--- src/include/beh_pkg.sv ---
package beh_pkg;

  // synchroniser bank layout, one bit per pin
  localparam int unsigned SYNC_W = 26;
  localparam int unsigned SY_DTACK = 0;
  localparam int unsigned SY_BERR = 1;
  localparam int unsigned SY_GRANT = 2;
  localparam int unsigned SY_EXP_ACK = 3;
  localparam int unsigned SY_ACFAIL = 4;
  localparam int unsigned SY_SYSFAIL = 5;
  localparam int unsigned SY_ABORT = 6;
  localparam int unsigned SY_XIRQ = 7;
  localparam int unsigned SY_VIRQ = 11;
  localparam int unsigned SY_DATA = 18;

  // register map
  localparam int unsigned ADDR_W = 12;
  localparam logic [11:0] REG_CTRL_OFS = 12'h000;
  localparam logic [11:0] REG_STAT_OFS = 12'h004;
  localparam logic [11:0] REG_VTMO_OFS = 12'h008;
  localparam logic [11:0] REG_XTMO_OFS = 12'h00c;

  localparam int unsigned CTRL_PROTECT_MODE_BIT = 7;
  localparam int unsigned CTRL_WATCHDOG_ENABLE_BIT = 6;
  localparam logic [7:0] CTRL_RST = 8'h00;
  localparam int unsigned STAT_ACFAIL_BIT = 0;
  localparam int unsigned STAT_SYSFAIL_BIT = 1;
  localparam int unsigned STAT_ABORT_BIT = 2;
  localparam int unsigned STAT_CAUSE_LSB = 4;
  localparam logic [15:0] VTMO_RST = 16'h0100;
  localparam logic [15:0] XTMO_RST = 16'h0040;
  localparam int unsigned PPROT_PRIV_BIT = 0;

  // level n autovector sits at base + 4*n (level 7 at 7C)
  localparam logic [7:0] AUTOVEC_BASE = 8'h60;

  typedef enum logic [2:0] {
    TGT_NONE, TGT_ROM, TGT_STATUS, TGT_CONTROL, TGT_TIMER, TGT_RAM, TGT_EXP, TGT_VME
  } beh_target_e;

  typedef enum logic [3:0] {
    CAUSE_NONE, CAUSE_ROM_WR, CAUSE_STAT_WR, CAUSE_CTRL_USER, CAUSE_TIMER_USER,
    CAUSE_RAM_WP, CAUSE_EXP_TMO, CAUSE_VME_TMO, CAUSE_VME_BERR, CAUSE_SPURIOUS
  } beh_cause_e;

  typedef enum logic [2:0] {
    ST_IDLE, ST_EXP, ST_VME_REQ, ST_VME_XFER, ST_ERR, ST_DONE
  } beh_state_e;

endpackage

--- src/include/beh_sync_if.sv ---
`timescale 1ns/1ps
interface beh_sync_if;
  logic [beh_pkg::SYNC_W-1:0] raw;
  logic [beh_pkg::SYNC_W-1:0] clean;
  modport bank(input raw, output clean);
  modport user(output raw, input clean);
endinterface // beh_sync_if

--- src/hdl/beh_top.sv ---
// Register access over APB and the register addresses are this design's own decisions.
`timescale 1ns/1ps
module beh_top (
  input wire logic pclk,
  input wire logic presetn,
  // register bus
  input wire logic psel,
  input wire logic penable,
  input wire logic pwrite,
  input wire logic [beh_pkg::ADDR_W-1:0] paddr,
  input wire logic [31:0] pwdata,
  input wire logic [2:0] pprot,
  output logic [31:0] prdata,
  output logic pready,
  output logic pslverr,
  // processor side, same clock
  input wire logic cpu_as_n,
  input wire logic cpu_write,
  input wire logic cpu_super,
  input wire logic cpu_iack,
  input wire logic [2:0] cpu_ack_level,
  input wire beh_pkg::beh_target_e cpu_target,
  input wire logic cpu_ram_wp,
  input wire logic cpu_reset_instr,
  input wire logic timer_irq,
  input wire logic serial_comm_adapter_irq,
  output logic processor_bus_error_n,
  output logic [2:0] cpu_ipl_n,
  output logic cpu_dtack_n,
  output logic cpu_autovec_n,
  output logic [7:0] cpu_vector,
  output logic cpu_spurious,
  // external bus pins
  input wire logic vme_dtack_n,
  input wire logic vme_berr_n,
  input wire logic vme_grant_n,
  input wire logic [7:1] vme_irq_n,
  input wire logic [7:0] vme_data,
  input wire logic acfail_n,
  input wire logic sysfail_n,
  input wire logic abort_n,
  output logic vme_bus_req_n,
  output logic vme_as_n,
  output logic vme_ds0_n,
  output logic vme_iack_n,
  output logic [2:0] vme_ack_level,
  // expansion channel pins
  input wire logic expansion_ack_n,
  input wire logic [4:1] expansion_irq_n,
  output logic expansion_strobe_n,
  output logic expansion_reset_n
);
  import beh_pkg::*;

  //////////////////////////////////////////////////////////////////////////////
  // pin synchronisers

  beh_sync_if sy ();

  assign sy.raw = {vme_data, vme_irq_n, expansion_irq_n, abort_n, sysfail_n, acfail_n,
                   expansion_ack_n, vme_grant_n, vme_berr_n, vme_dtack_n};

  beh_sync_bank u_sync (
    .pclk(pclk),
    .presetn(presetn),
    .sy(sy)
  );

  wire dtack = ~sy.clean[SY_DTACK];
  wire berr = ~sy.clean[SY_BERR];
  wire grant = ~sy.clean[SY_GRANT];
  wire expansion_ack = ~sy.clean[SY_EXP_ACK];
  wire acfail = ~sy.clean[SY_ACFAIL];
  wire sysfail = ~sy.clean[SY_SYSFAIL];
  wire abort = ~sy.clean[SY_ABORT];
  wire [3:0] xirq = ~sy.clean[SY_XIRQ +: 4];
  wire [6:0] virq = ~sy.clean[SY_VIRQ +: 7];
  wire [7:0] vdata = sy.clean[SY_DATA +: 8];

  //////////////////////////////////////////////////////////////////////////////
  // register bus slave, one wait state

  logic [7:0] ctrl_q;
  logic [15:0] vtmo_q;
  logic [15:0] xtmo_q;
  logic [3:0] cause_q;
  logic [31:0] prdata_q;
  logic pready_q;
  logic pslverr_q;

  wire acc = psel & penable & ~pready_q;
  wire fire_wr = psel & penable & pready_q & pwrite & ~pslverr_q;
  wire sel_ctrl = (paddr == REG_CTRL_OFS);
  wire sel_stat = (paddr == REG_STAT_OFS);
  wire sel_vtmo = (paddr == REG_VTMO_OFS);
  wire sel_xtmo = (paddr == REG_XTMO_OFS);
  wire mapped = sel_ctrl | sel_stat | sel_vtmo | sel_xtmo;
  // status is read-only; control writes need a privileged access
  wire bad_wr = pwrite & (sel_stat | (sel_ctrl & ~pprot[PPROT_PRIV_BIT]));
  wire err_d = ~mapped | bad_wr;
  wire protect_mode_bit = ctrl_q[CTRL_PROTECT_MODE_BIT];
  wire watchdog_enable_bit = ctrl_q[CTRL_WATCHDOG_ENABLE_BIT];

  logic [7:0] stat_w;
  assign stat_w = {cause_q, 1'b0, abort, sysfail, acfail};

  wire [31:0] rd_d = sel_ctrl ? {24'h00_0000, ctrl_q} :
                     sel_stat ? {24'h00_0000, stat_w} :
                     sel_vtmo ? {16'h0000, vtmo_q} :
                     sel_xtmo ? {16'h0000, xtmo_q} : 32'h0000_0000;

  always_ff @(posedge pclk or negedge presetn) begin
    if (!presetn) begin
      pready_q <= 1'b0;
      pslverr_q <= 1'b0;
      prdata_q <= 32'h0000_0000;
    end else begin
      pready_q <= acc;
      pslverr_q <= acc & err_d;
      prdata_q <= (acc & ~pwrite & mapped) ? rd_d : 32'h0000_0000;
    end
  end

  always_ff @(posedge pclk or negedge presetn) begin
    if (!presetn) begin
      ctrl_q <= CTRL_RST;
      vtmo_q <= VTMO_RST;
      xtmo_q <= XTMO_RST;
    end else if (fire_wr) begin
      if (sel_ctrl) begin
        ctrl_q <= pwdata[7:0];
      end
      if (sel_vtmo) begin
        vtmo_q <= pwdata[15:0];
      end
      if (sel_xtmo) begin
        xtmo_q <= pwdata[15:0];
      end
    end
  end

  assign prdata = prdata_q;
  assign pready = pready_q;
  assign pslverr = pslverr_q;

  //////////////////////////////////////////////////////////////////////////////
  // interrupt priority

  logic [7:1] g1;
  logic [7:1] g0;
  logic [2:0] top_lvl;
  logic [2:0] ipl_q;

  // three fail sources share level 7
  assign g1[7] = acfail | sysfail | abort;
  assign g1[6] = timer_irq;
  assign g1[5] = serial_comm_adapter_irq;
  assign g1[4:1] = xirq;
  // external line n asks level n
  assign g0 = virq;

  always_comb begin
    top_lvl = 3'd0;
    for (int i = 1; i < 8; i++) begin
      if (g1[i] | g0[i]) begin
        top_lvl = 3'(i);
      end
    end
  end

  always_ff @(posedge pclk or negedge presetn) begin
    if (!presetn) begin
      ipl_q <= 3'd0;
    end else begin
      ipl_q <= top_lvl;
    end
  end

  assign cpu_ipl_n = ~ipl_q;

  //////////////////////////////////////////////////////////////////////////////
  // cycle monitor

  logic cause_hit;
  beh_cause_e prot_cause;

  always_comb begin
    prot_cause = CAUSE_NONE;
    case (cpu_target)
      TGT_ROM: if (cpu_write) prot_cause = CAUSE_ROM_WR;
      TGT_STATUS: if (cpu_write) prot_cause = CAUSE_STAT_WR;
      TGT_CONTROL: if (cpu_write && !cpu_super) prot_cause = CAUSE_CTRL_USER;
      TGT_TIMER: if (!cpu_super && protect_mode_bit && watchdog_enable_bit) begin
        prot_cause = CAUSE_TIMER_USER;
      end
      TGT_RAM: if (cpu_write && !cpu_super && cpu_ram_wp && protect_mode_bit) begin
        prot_cause = CAUSE_RAM_WP;
      end
      default: prot_cause = CAUSE_NONE;
    endcase
  end
  assign cause_hit = (prot_cause != CAUSE_NONE);

  beh_state_e state_q;
  logic [15:0] cnt_q;
  logic iack_mode_q;
  logic berr_q;
  logic dtack_q;
  logic avec_q;
  logic [7:0] vec_q;
  logic spur_q;
  logic req_q;
  logic vas_q;
  logic vds_q;
  logic viack_q;
  logic [2:0] vlvl_q;
  logic xstb_q;
  logic xrst_q;

  wire [2:0] lv = cpu_ack_level;
  wire lv_g1 = (lv != 3'd0) & g1[lv];
  wire lv_g0 = (lv != 3'd0) & g0[lv];
  wire vme_tmo = (cnt_q >= vtmo_q);
  wire exp_tmo = (cnt_q >= xtmo_q);

  always_ff @(posedge pclk or negedge presetn) begin
    if (!presetn) begin
      state_q <= ST_IDLE;
      cnt_q <= 16'h0000;
      iack_mode_q <= 1'b0;
      berr_q <= 1'b0;
      dtack_q <= 1'b0;
      avec_q <= 1'b0;
      vec_q <= 8'h00;
      spur_q <= 1'b0;
      req_q <= 1'b0;
      vas_q <= 1'b0;
      vds_q <= 1'b0;
      viack_q <= 1'b0;
      vlvl_q <= 3'd0;
      xstb_q <= 1'b0;
      cause_q <= CAUSE_NONE;
    end else if (state_q != ST_IDLE && cpu_as_n) begin
      state_q <= ST_IDLE;
      berr_q <= 1'b0;
      dtack_q <= 1'b0;
      avec_q <= 1'b0;
      spur_q <= 1'b0;
      req_q <= 1'b0;
      vas_q <= 1'b0;
      vds_q <= 1'b0;
      viack_q <= 1'b0;
      xstb_q <= 1'b0;
    end else begin
      case (state_q)
        ST_IDLE: begin
          cnt_q <= 16'h0000;
          iack_mode_q <= cpu_iack;
          if (!cpu_as_n) begin
            if (cpu_iack) begin
              if (lv_g1) begin
                avec_q <= 1'b1;
                vec_q <= AUTOVEC_BASE + {3'b000, lv, 2'b00};
                state_q <= ST_DONE;
              end else if (lv_g0) begin
                req_q <= 1'b1;
                vlvl_q <= lv;
                state_q <= ST_VME_REQ;
              end else begin
                berr_q <= 1'b1;
                spur_q <= 1'b1;
                cause_q <= CAUSE_SPURIOUS;
                state_q <= ST_ERR;
              end
            end else if (cause_hit) begin
              berr_q <= 1'b1;
              cause_q <= prot_cause;
              state_q <= ST_ERR;
            end else if (cpu_target == TGT_EXP) begin
              xstb_q <= 1'b1;
              state_q <= ST_EXP;
            end else if (cpu_target == TGT_VME) begin
              req_q <= 1'b1;
              state_q <= ST_VME_REQ;
            end else begin
              state_q <= ST_DONE;
            end
          end
        end
        ST_EXP: begin
          cnt_q <= cnt_q + 16'h0001;
          if (expansion_ack) begin
            dtack_q <= 1'b1;
            xstb_q <= 1'b0;
            state_q <= ST_DONE;
          end else if (exp_tmo) begin
            berr_q <= 1'b1;
            xstb_q <= 1'b0;
            cause_q <= CAUSE_EXP_TMO;
            state_q <= ST_ERR;
          end
        end
        ST_VME_REQ: begin
          cnt_q <= cnt_q + 16'h0001;
          if (vme_tmo) begin
            berr_q <= 1'b1;
            spur_q <= iack_mode_q;
            req_q <= 1'b0;
            cause_q <= CAUSE_VME_TMO;
            state_q <= ST_ERR;
          end else if (grant) begin
            vas_q <= 1'b1;
            vds_q <= 1'b1;
            viack_q <= iack_mode_q;
            state_q <= ST_VME_XFER;
          end
        end
        ST_VME_XFER: begin
          cnt_q <= cnt_q + 16'h0001;
          if (berr) begin
            berr_q <= 1'b1;
            spur_q <= iack_mode_q;
            cause_q <= CAUSE_VME_BERR;
            state_q <= ST_ERR;
          end else if (dtack) begin
            if (iack_mode_q) begin
              vec_q <= vdata;
            end
            dtack_q <= 1'b1;
            state_q <= ST_DONE;
          end else if (vme_tmo) begin
            berr_q <= 1'b1;
            spur_q <= iack_mode_q;
            cause_q <= CAUSE_VME_TMO;
            state_q <= ST_ERR;
          end
          if (berr || dtack || vme_tmo) begin
            req_q <= 1'b0;
            vas_q <= 1'b0;
            vds_q <= 1'b0;
            viack_q <= 1'b0;
          end
        end
        ST_ERR: state_q <= ST_ERR;
        ST_DONE: state_q <= ST_DONE;
        default: state_q <= ST_IDLE;
      endcase
    end
  end

  always_ff @(posedge pclk or negedge presetn) begin
    if (!presetn) begin
      xrst_q <= 1'b0;
    end else begin
      xrst_q <= ~cpu_reset_instr;
    end
  end

  //////////////////////////////////////////////////////////////////////////////
  // outputs

  assign processor_bus_error_n = ~berr_q;
  assign cpu_dtack_n = ~dtack_q;
  assign cpu_autovec_n = ~avec_q;
  assign cpu_vector = vec_q;
  assign cpu_spurious = spur_q;
  assign vme_bus_req_n = ~req_q;
  assign vme_as_n = ~vas_q;
  assign vme_ds0_n = ~vds_q;
  assign vme_iack_n = ~viack_q;
  assign vme_ack_level = vlvl_q;
  assign expansion_strobe_n = ~xstb_q;
  assign expansion_reset_n = xrst_q;

endmodule // beh_top

--- src/hdl/beh_sync_bank.sv ---
`timescale 1ns/1ps
module beh_sync_bank (
  input wire logic pclk,
  input wire logic presetn,
  beh_sync_if.bank sy
);
  import beh_pkg::*;

  // three stages; output moves only when stages two and three agree
  for (genvar i = 0; i < SYNC_W; i++) begin : g_bit
    logic s1_q;
    logic s2_q;
    logic s3_q;
    logic out_q;
    always_ff @(posedge pclk or negedge presetn) begin
      if (!presetn) begin
        s1_q <= 1'b1;
        s2_q <= 1'b1;
        s3_q <= 1'b1;
        out_q <= 1'b1;
      end else begin
        s1_q <= sy.raw[i];
        s2_q <= s1_q;
        s3_q <= s2_q;
        if (s2_q == s3_q) begin
          out_q <= s3_q;
        end
      end
    end
    assign sy.clean[i] = out_q;
  end
endmodule // beh_sync_bank

--- config.mk ---
export PLATFORM = sky130hd
export DESIGN_NAME = beh_top
export DESIGN_NICKNAME = d
export VERILOG_FILES = /design/src/include/beh_pkg.sv /design/src/include/beh_sync_if.sv /design/src/hdl/beh_top.sv /design/src/hdl/beh_sync_bank.sv
export SDC_FILE = /design/constraint.sdc
export NUM_CORES = 1
export LEC_CHECK = 0
export ABC_CLOCK_PERIOD_IN_PS = 2450
export BUFFER_PORTS_ARGS = -buffer_cell sky130_fd_sc_hd__buf_2
export CAP_MARGIN = 30
export CELL_PAD_IN_SITES_DETAIL_PLACEMENT = 0
export CELL_PAD_IN_SITES_GLOBAL_PLACEMENT = 2
export CORE_AREA = 2 2 169 171
export CTS_BUF_LIST = sky130_fd_sc_hd__clkbuf_4 sky130_fd_sc_hd__clkbuf_8 sky130_fd_sc_hd__clkbuf_16
export CTS_CLUSTER_SIZE = 40
export DETAILED_ROUTE_END_ITERATION = 10
export DIE_AREA = 0 0 171 173
export GPL_TIMING_DRIVEN = 0
export PLACE_DENSITY = 0.75
export SKIP_CTS_REPAIR_TIMING = 1
export SYNTH_ARGS = -nofsm -noshare
export SYNTH_HDL_FRONTEND = slang
export SYNTH_SLANG_ARGS = --single-unit
--- constraint.sdc ---
create_clock -name pclk -period 2.45 [get_ports pclk]
set_input_delay 0.49 -clock pclk [delete_from_list [all_inputs] [get_ports pclk]]
set_output_delay 0.49 -clock pclk [all_outputs]
set_load 0.05 [all_outputs]
### Word level (Yosys, flattened, before mapping)

Index checks and enable logic that the tools add are counted.

| operators by class | value |
|---|---|
| add/sub/neg operators | 2 |
| order comparisons | 3 |
| equal/unequal tests | 81 |
| multiplexer cells | 113 |
| bitwise operators | 50 |
| reduce and logical (&&, ||, !) cells | 42 |

Operator list:

| operator | number |
|---|---|
| 2-to-1 mux 16 bit | 5 |
| 2-to-1 mux 3 bit | 23 |
| 2-to-1 mux 1 bit | 53 |
| inequality test 3 bit (second input constant) | 17 |
| 2-to-1 mux 8 bit | 6 |
| 2-to-1 mux 4 bit | 10 |
| inequality test 4 bit (second input constant) | 9 |
| >= comparator 16 bit | 2 |
| case mux 16 bit (2 select lines) | 1 |
| equality test 1 bit | 26 |
| equality test 12 x 4 -> 1 bit (second input constant) | 2 |
| NOT 1 bit | 21 |
| equality test 3 bit (second input constant) | 6 |
| case mux 3 bit (6 select lines) | 1 |
| AND reduction 6 bit | 3 |
| AND reduction 9 bit | 2 |
| adder 16 x 1 -> 16 bit (second input constant) | 1 |
| case mux 4 bit (4 select lines) | 1 |
| case mux 8 bit (2 select lines) | 1 |
| AND reduction 4 bit | 4 |
| AND reduction 8 bit | 2 |
| case mux 3 bit (5 select lines) | 1 |
| nonzero test 3 bit | 5 |
| OR 1 bit | 14 |
| other kinds (29) | 75 |

| word-level totals | value |
|---|---|
| bits in registers | 209 |
| input port bits | 92 |
| logic and storage cells | 417 |

### Longest topological paths before layout

| depth | value |
|---|---|
| depth after elaboration | 12 |
| depth in mapped cells | 9 |
| gate-level depth less buffers | 8 |

### By module

A second synthesis with hierarchy kept.

| unflattened totals | value |
|---|---|
| cell total of the unflattened synthesis | 805 |
| area total of the unflattened synthesis | 9,307.7 µm² |

By module, submodules not included:

| module | times used | cells each | area each (µm²) | seq. area each (µm²) |
|---|---|---|---|---|
| beh_top | 1 | 649 | 6,087.1 | 2,630.0 |
| beh_sync_bank | 1 | 156 | 3,220.6 | 2,732.6 |

### Least setup slack after synthesis

No wires, ideal clock.

| path | value |
|---|---|
| path type | register to register |
| start | register cnt_q[0] |
| end | register cause_q[1] |
| arrival time | 2,162 ps |
| setup slack | 161 ps |
| stages on the path, launching flop included | 10 |
| buffers on the path | 1 |
| period minus slack after synthesis | 2,289 ps |
| cells stage by stage | dfrtp_1 > inv_1 > ha_1 > nand2b_1 > a2111oi_0 > o21ai_0 > a41o_1 > clkbuf_1 > a2bb2oi_1 > o2bb2a_1 |

| between the ends | value |
|---|---|
| cells in the longest elaborated chain, start to end | 5 |
| elaborated cells between the ends (all ways) | 8 |
| those cells by class | order compare (2); eq/ne (1); mux (4); reduce/logical (1) |

RTL lines:

| what | RTL line | text |
|---|---|---|
| from (decl) | beh_top.sv:205 | `logic [15:0] cnt_q;` |
| from (signal assigned) | beh_top.sv:291 | `cnt_q <= cnt_q + 16'h0001;` |
| from (signal assigned) | beh_top.sv:304 | `cnt_q <= cnt_q + 16'h0001;` |
| from (signal assigned) | beh_top.sv:319 | `cnt_q <= cnt_q + 16'h0001;` |
| >= comparator 16 bit | beh_top.sv:223 | `wire vme_tmo = (cnt_q >= vtmo_q);` |
| 2-to-1 mux 4 bit (3 in series) | - |  |
| case mux 4 bit (4 select lines) | - |  |
| to (signal assigned) | beh_top.sv:277 | `cause_q <= prot_cause;` |
| to (decl) | beh_top.sv:86 | `logic [3:0] cause_q;` |

Parallel ways exist; a longest one is shown, timed or not. The select of a mux whose other input is x is not followed.
A chain may end at the register's enable or synchronous reset.

### Worst setup path in the final report

| path | value |
|---|---|
| start | register cnt_q[0] |
| end | register viack_q |

| between the ends | value |
|---|---|
| cells in the longest elaborated chain, start to end | 4 |
| elaborated cells between the ends (all ways) | 5 |
| those cells by class | order compare (1); eq/ne (2); reduce/logical (2) |

RTL lines:

| what | RTL line | text |
|---|---|---|
| >= comparator 16 bit * | beh_top.sv:223 |  |
| logical OR 1 bit | beh_top.sv:337 | `if (berr \|\| dtack \|\| vme_tmo) begin` |
| inequality test 3 bit (no line) | - |  |
| AND reduction 4 bit (no line) * | - |  |
| to (signal assigned) | beh_top.sv:314 | `viack_q <= iack_mode_q;` |
| to (decl) | beh_top.sv:215 | `logic viack_q;` |

Every way passes the cells marked *; elsewhere a longest branch is shown, timed or not.

==> qor.txt <==
WL/cell: 16.3 um
number of max-cap violations: 0
Synth warnings: 0
worst-path cell chain: inv_2 > ha_1 > nand2b_4 > a2111oi_4 > o21ai_1 > a41o_2 > buf_4 > o211a_1 > a221o_1
Pleak: 0.00518 uW
final antenna-violating net count: 0
Vias: 6296
Net Switching: 2650 uW
core area: 27600 um2
Clk pwr share: 0.412
asr flop ratio synth: 1.00
GP Congestion: 0.799
Final HPWL DP: 15600 um
Synth-to-Final Area Change: 23.1%
All-Layer GR Usage: 0.151
dpl ws: -505 ps
DR vias/cell: 4.70
Worst Max-Slew Pin Slew: 818 ps
DR pass1 iterations: 4
Util after Layout: 0.402
Worst Path Required: 2870 ps
post-route worst setup slack: 89.7 ps
ys flop type: dfstp_2
Clock Latency Late Sink: 540 ps
worst r2r src: cnt_q[0]
starting density of the core: 0.326
hold crit path type: in2reg
Worst path slowest cell: dfrtp_2
drt first-iter violations: 336
Max Freq: 0.424 GHz
number of flops mapped to enable cells by yosys: 0
RSZ-0062 raised after global routing: no
Power Density: 828 nW/um2
Worst Setup SP: cnt_q[0]
maximum vdd drop: 0.409 mV
CP top delay family: compound AO/OA/AOI/OAI gates
post-route DRC violation count: 0
final net count: 1066
clock tree buffer depth: 3
P_int: 6540 uW
Critical Path End Type: flip-flop
Root Buffer: clkbuf_16
CTS H-Tree Depth: 1
Fill cells: 2756
Worst-path clk slew: 60 ps
Synth area leader: dfstp_2
share of layout cells above drive strength 1: 0.346
TritonCTS Buffers: 25
Setup violations, final: 0
fin crit period: 2360 ps
vias in the first global route: 6375
Crit path depth: 9
row count: 61
syn avg cell area: 11.6 um2
FF+latch count, synth: 209
worst r2r dst: viack_q
CP Max Fanout: 6
WS Path Type: reg2reg
first-pass GRT wire length: 35300 um
endpoints failing hold: 0
reg2reg setup slack: 90 ps
Placed Area: 10200 um2
R2R cell count: 9
I/O pins: 150
worst hold slack: 41.9 ps
Worst Skew: 17.9 ps
top-area cell type share of the netlist area: 0.309
power share of the sequential group: 0.434
initial antenna violation count: 2
combinational power share: 0.155
Worst Path Buf+Inv: 2
CP Launch Type: flip-flop
sequential element share of the synthesized area: 0.595
Max-Slew Margin vs Limit: 0.454
port buffer count: 114
Area contributors post-synth: dfstp_2 (31%), dfrtp_1 (29%), ha_1 (4.6%)
outcome: completed
largest net degree at the start of global routing: 121
Critical Path End: viack_q
Die X-Extent: 171 um
Cells after Synth: 780
CP Data Arrival Time: 2780 ps
total gr overflow: 0
CTS tree: yes
Die ar.: 29600 um2
crit share post-route: 0.963
post-route cell area: 11100 um2
max-slew violations: 0
Die Y: 173 um
Netlist cell types: 77
Cell Area, Synth: 9010 um2
drt total wl: 21800 um
switching share of power: 0.288
CP max stage delay: 440 ps
Clock Sinks: 209
power groups by stage:
| stage | registers (uW) | clock network, uW | logic (uW) |
|---|---|---|---|
| floorplan | 4250 | 0 | 718 |
| global placement | 4030 | 0 | 1410 |
| detailed placement | 4040 | 0 | 1420 |
| CTS | 3990 | 3910 | 1430 |
| global route | 4020 | 4070 | 1540 |
| finish | 3990 | 3780 | 1420 |
cell usage in the layout, fill, tap and decap left out, types with 3 or more instances in the layout:
| cell | Yosys | final |
|---|---|---|
| buf_6 | 2 | 3 |
| nor4_1 | 5 | 4 |
| maj3_1 | 26 | 26 |
| a31o_2 | 4 | 4 |
| buf_1 | 1 | 3 |
| buf_2 | 3 | 116 |
| nor2_1 | 64 | 64 |
| nor3_1 | 9 | 8 |
| and2_1 | 4 | 4 |
| nand3_1 | 12 | 12 |
| or3_1 | 10 | 10 |
| clkbuf_1 | 20 | 19 |
| nand4_1 | 10 | 10 |
| mux2i_1 | 14 | 14 |
| buf_4 | 18 | 19 |
| o211ai_1 | 10 | 10 |
| nand2_1 | 63 | 63 |
| a31oi_1 | 7 | 7 |
| dfrtp_1 | 103 | 102 |
| clkbuf_4 | 0 | 7 |
| dfstp_2 | 106 | 106 |
| a21oi_1 | 23 | 23 |
| o21ai_0 | 57 | 56 |
| o22ai_1 | 5 | 5 |
| a2111oi_0 | 6 | 5 |
| mux2_2 | 15 | 15 |
| xor2_1 | 6 | 6 |
| clkbuf_8 | 0 | 7 |
| conb_1 | 1 | 16 |
| nor2b_1 | 7 | 7 |
| inv_1 | 58 | 57 |
| clkbuf_16 | 0 | 25 |
| a21o_1 | 5 | 5 |
| nand2b_1 | 11 | 10 |
| ha_1 | 33 | 33 |
| xnor2_1 | 4 | 4 |
| and3_1 | 3 | 3 |
registers in the layout, indices dropped and copies added, names as in the netlist, 3 cells and up:
| name | cells |
|---|---|
| u_sync.g_bit.out_q | 26 |
| u_sync.g_bit.s1_q | 26 |
| u_sync.g_bit.s2_q | 26 |
| u_sync.g_bit.s3_q | 26 |
| cnt_q | 16 |
| prdata | 16 |
| vtmo_q | 16 |
| xtmo_q | 16 |
| cpu_vector | 8 |
| ctrl_q | 8 |
| cause_q | 4 |
| ipl_q | 3 |
| state_q | 3 |
| vme_ack_level | 3 |
layout make-up:
| type | instances | area, um2 | share of cell area |
|---|---|---|---|
| Sequential cell | 209 | 5360 | 0.484 |
| Tap cell | 378 | 473 | 0.0426 |
| Timing Repair Buffer | 119 | 633 | 0.0571 |
| Clock buffer | 39 | 774 | 0.0698 |
| Buffer | 44 | 259 | 0.0233 |
| Antenna cell | 2 | 5.00 | 0.000451 |
| Clock inverter | 7 | 83.8 | 0.00756 |
| Multi-Input combinational cell | 484 | 3280 | 0.296 |
| Inverter | 58 | 218 | 0.0196 |
metrics by stage:
step                power, uW  setup TNS (ps)  cells
CTS                      9320           -4540   1336
detailed placement       5460           -7410   1290
floorplan                4960               0    795
finish                   9190               0   1340
global route             9630               0   1338
global placement         5440         -420370   1287
routing by layer:
layer  vias up  share of wire  GRT usage
met2       148           0.45      0.230
met1      3099           0.48      0.220
li1       3024              -          -
met4         0          0.016     0.0385
met5         -              0          0
met3        25          0.051     0.0288
Yosys cell counts, types with 3 or more instances:
cell type / count
a2111oi_0: 6
a211oi_1: 3
a21o_1: 5
a21oi_1: 23
a31o_2: 4
a31oi_1: 7
and2_1: 4
and3_1: 3
buf_2: 3
buf_4: 18
clkbuf_1: 20
dfrtp_1: 103
dfstp_2: 106
ha_1: 33
inv_1: 58
maj3_1: 26
mux2_2: 15
mux2i_1: 14
nand2_1: 63
nand2b_1: 11
nand3_1: 12
nand4_1: 10
nor2_1: 64
nor2b_1: 7
nor3_1: 9
nor4_1: 5
o211ai_1: 10
o21ai_0: 57
o22ai_1: 5
or3_1: 10
xnor2_1: 4
xor2_1: 6
cells by family after synthesis:
logic type | Yosys count | synth area share
other | 1 | 0.000416
and+or+nand+nor | 214 | 0.115
AOI/OAI and AO/OA | 155 | 0.117
xor gates and xnor gates | 10 | 0.00972
DFF | 209 | 0.595
muxes | 30 | 0.0368
adders and majority gates | 59 | 0.0747
buffers and inverters | 102 | 0.0520
worst min path at each step:
| stage | end | depth (start not counted) | slack (ps) | from |
|---|---|---|---|---|
| final | u_sync.g_bit[7].s1_q | 1 | 40 | expansion_irq_n[1] |
| after global placement | u_sync.g_bit[19].s2_q | 0 | 350 | u_sync.g_bit[19].s1_q |
| after detailed placement | u_sync.g_bit[25].s2_q | 0 | 350 | u_sync.g_bit[25].s1_q |
| after floorplan | avec_q | 0 | 190 | presetn |
| after global routing | u_sync.g_bit[21].s1_q | 1 | 20 | vme_data[3] |
| after CTS | expansion_reset_n | 1 | -40 | presetn |
(Power assumes the default switching activity.)
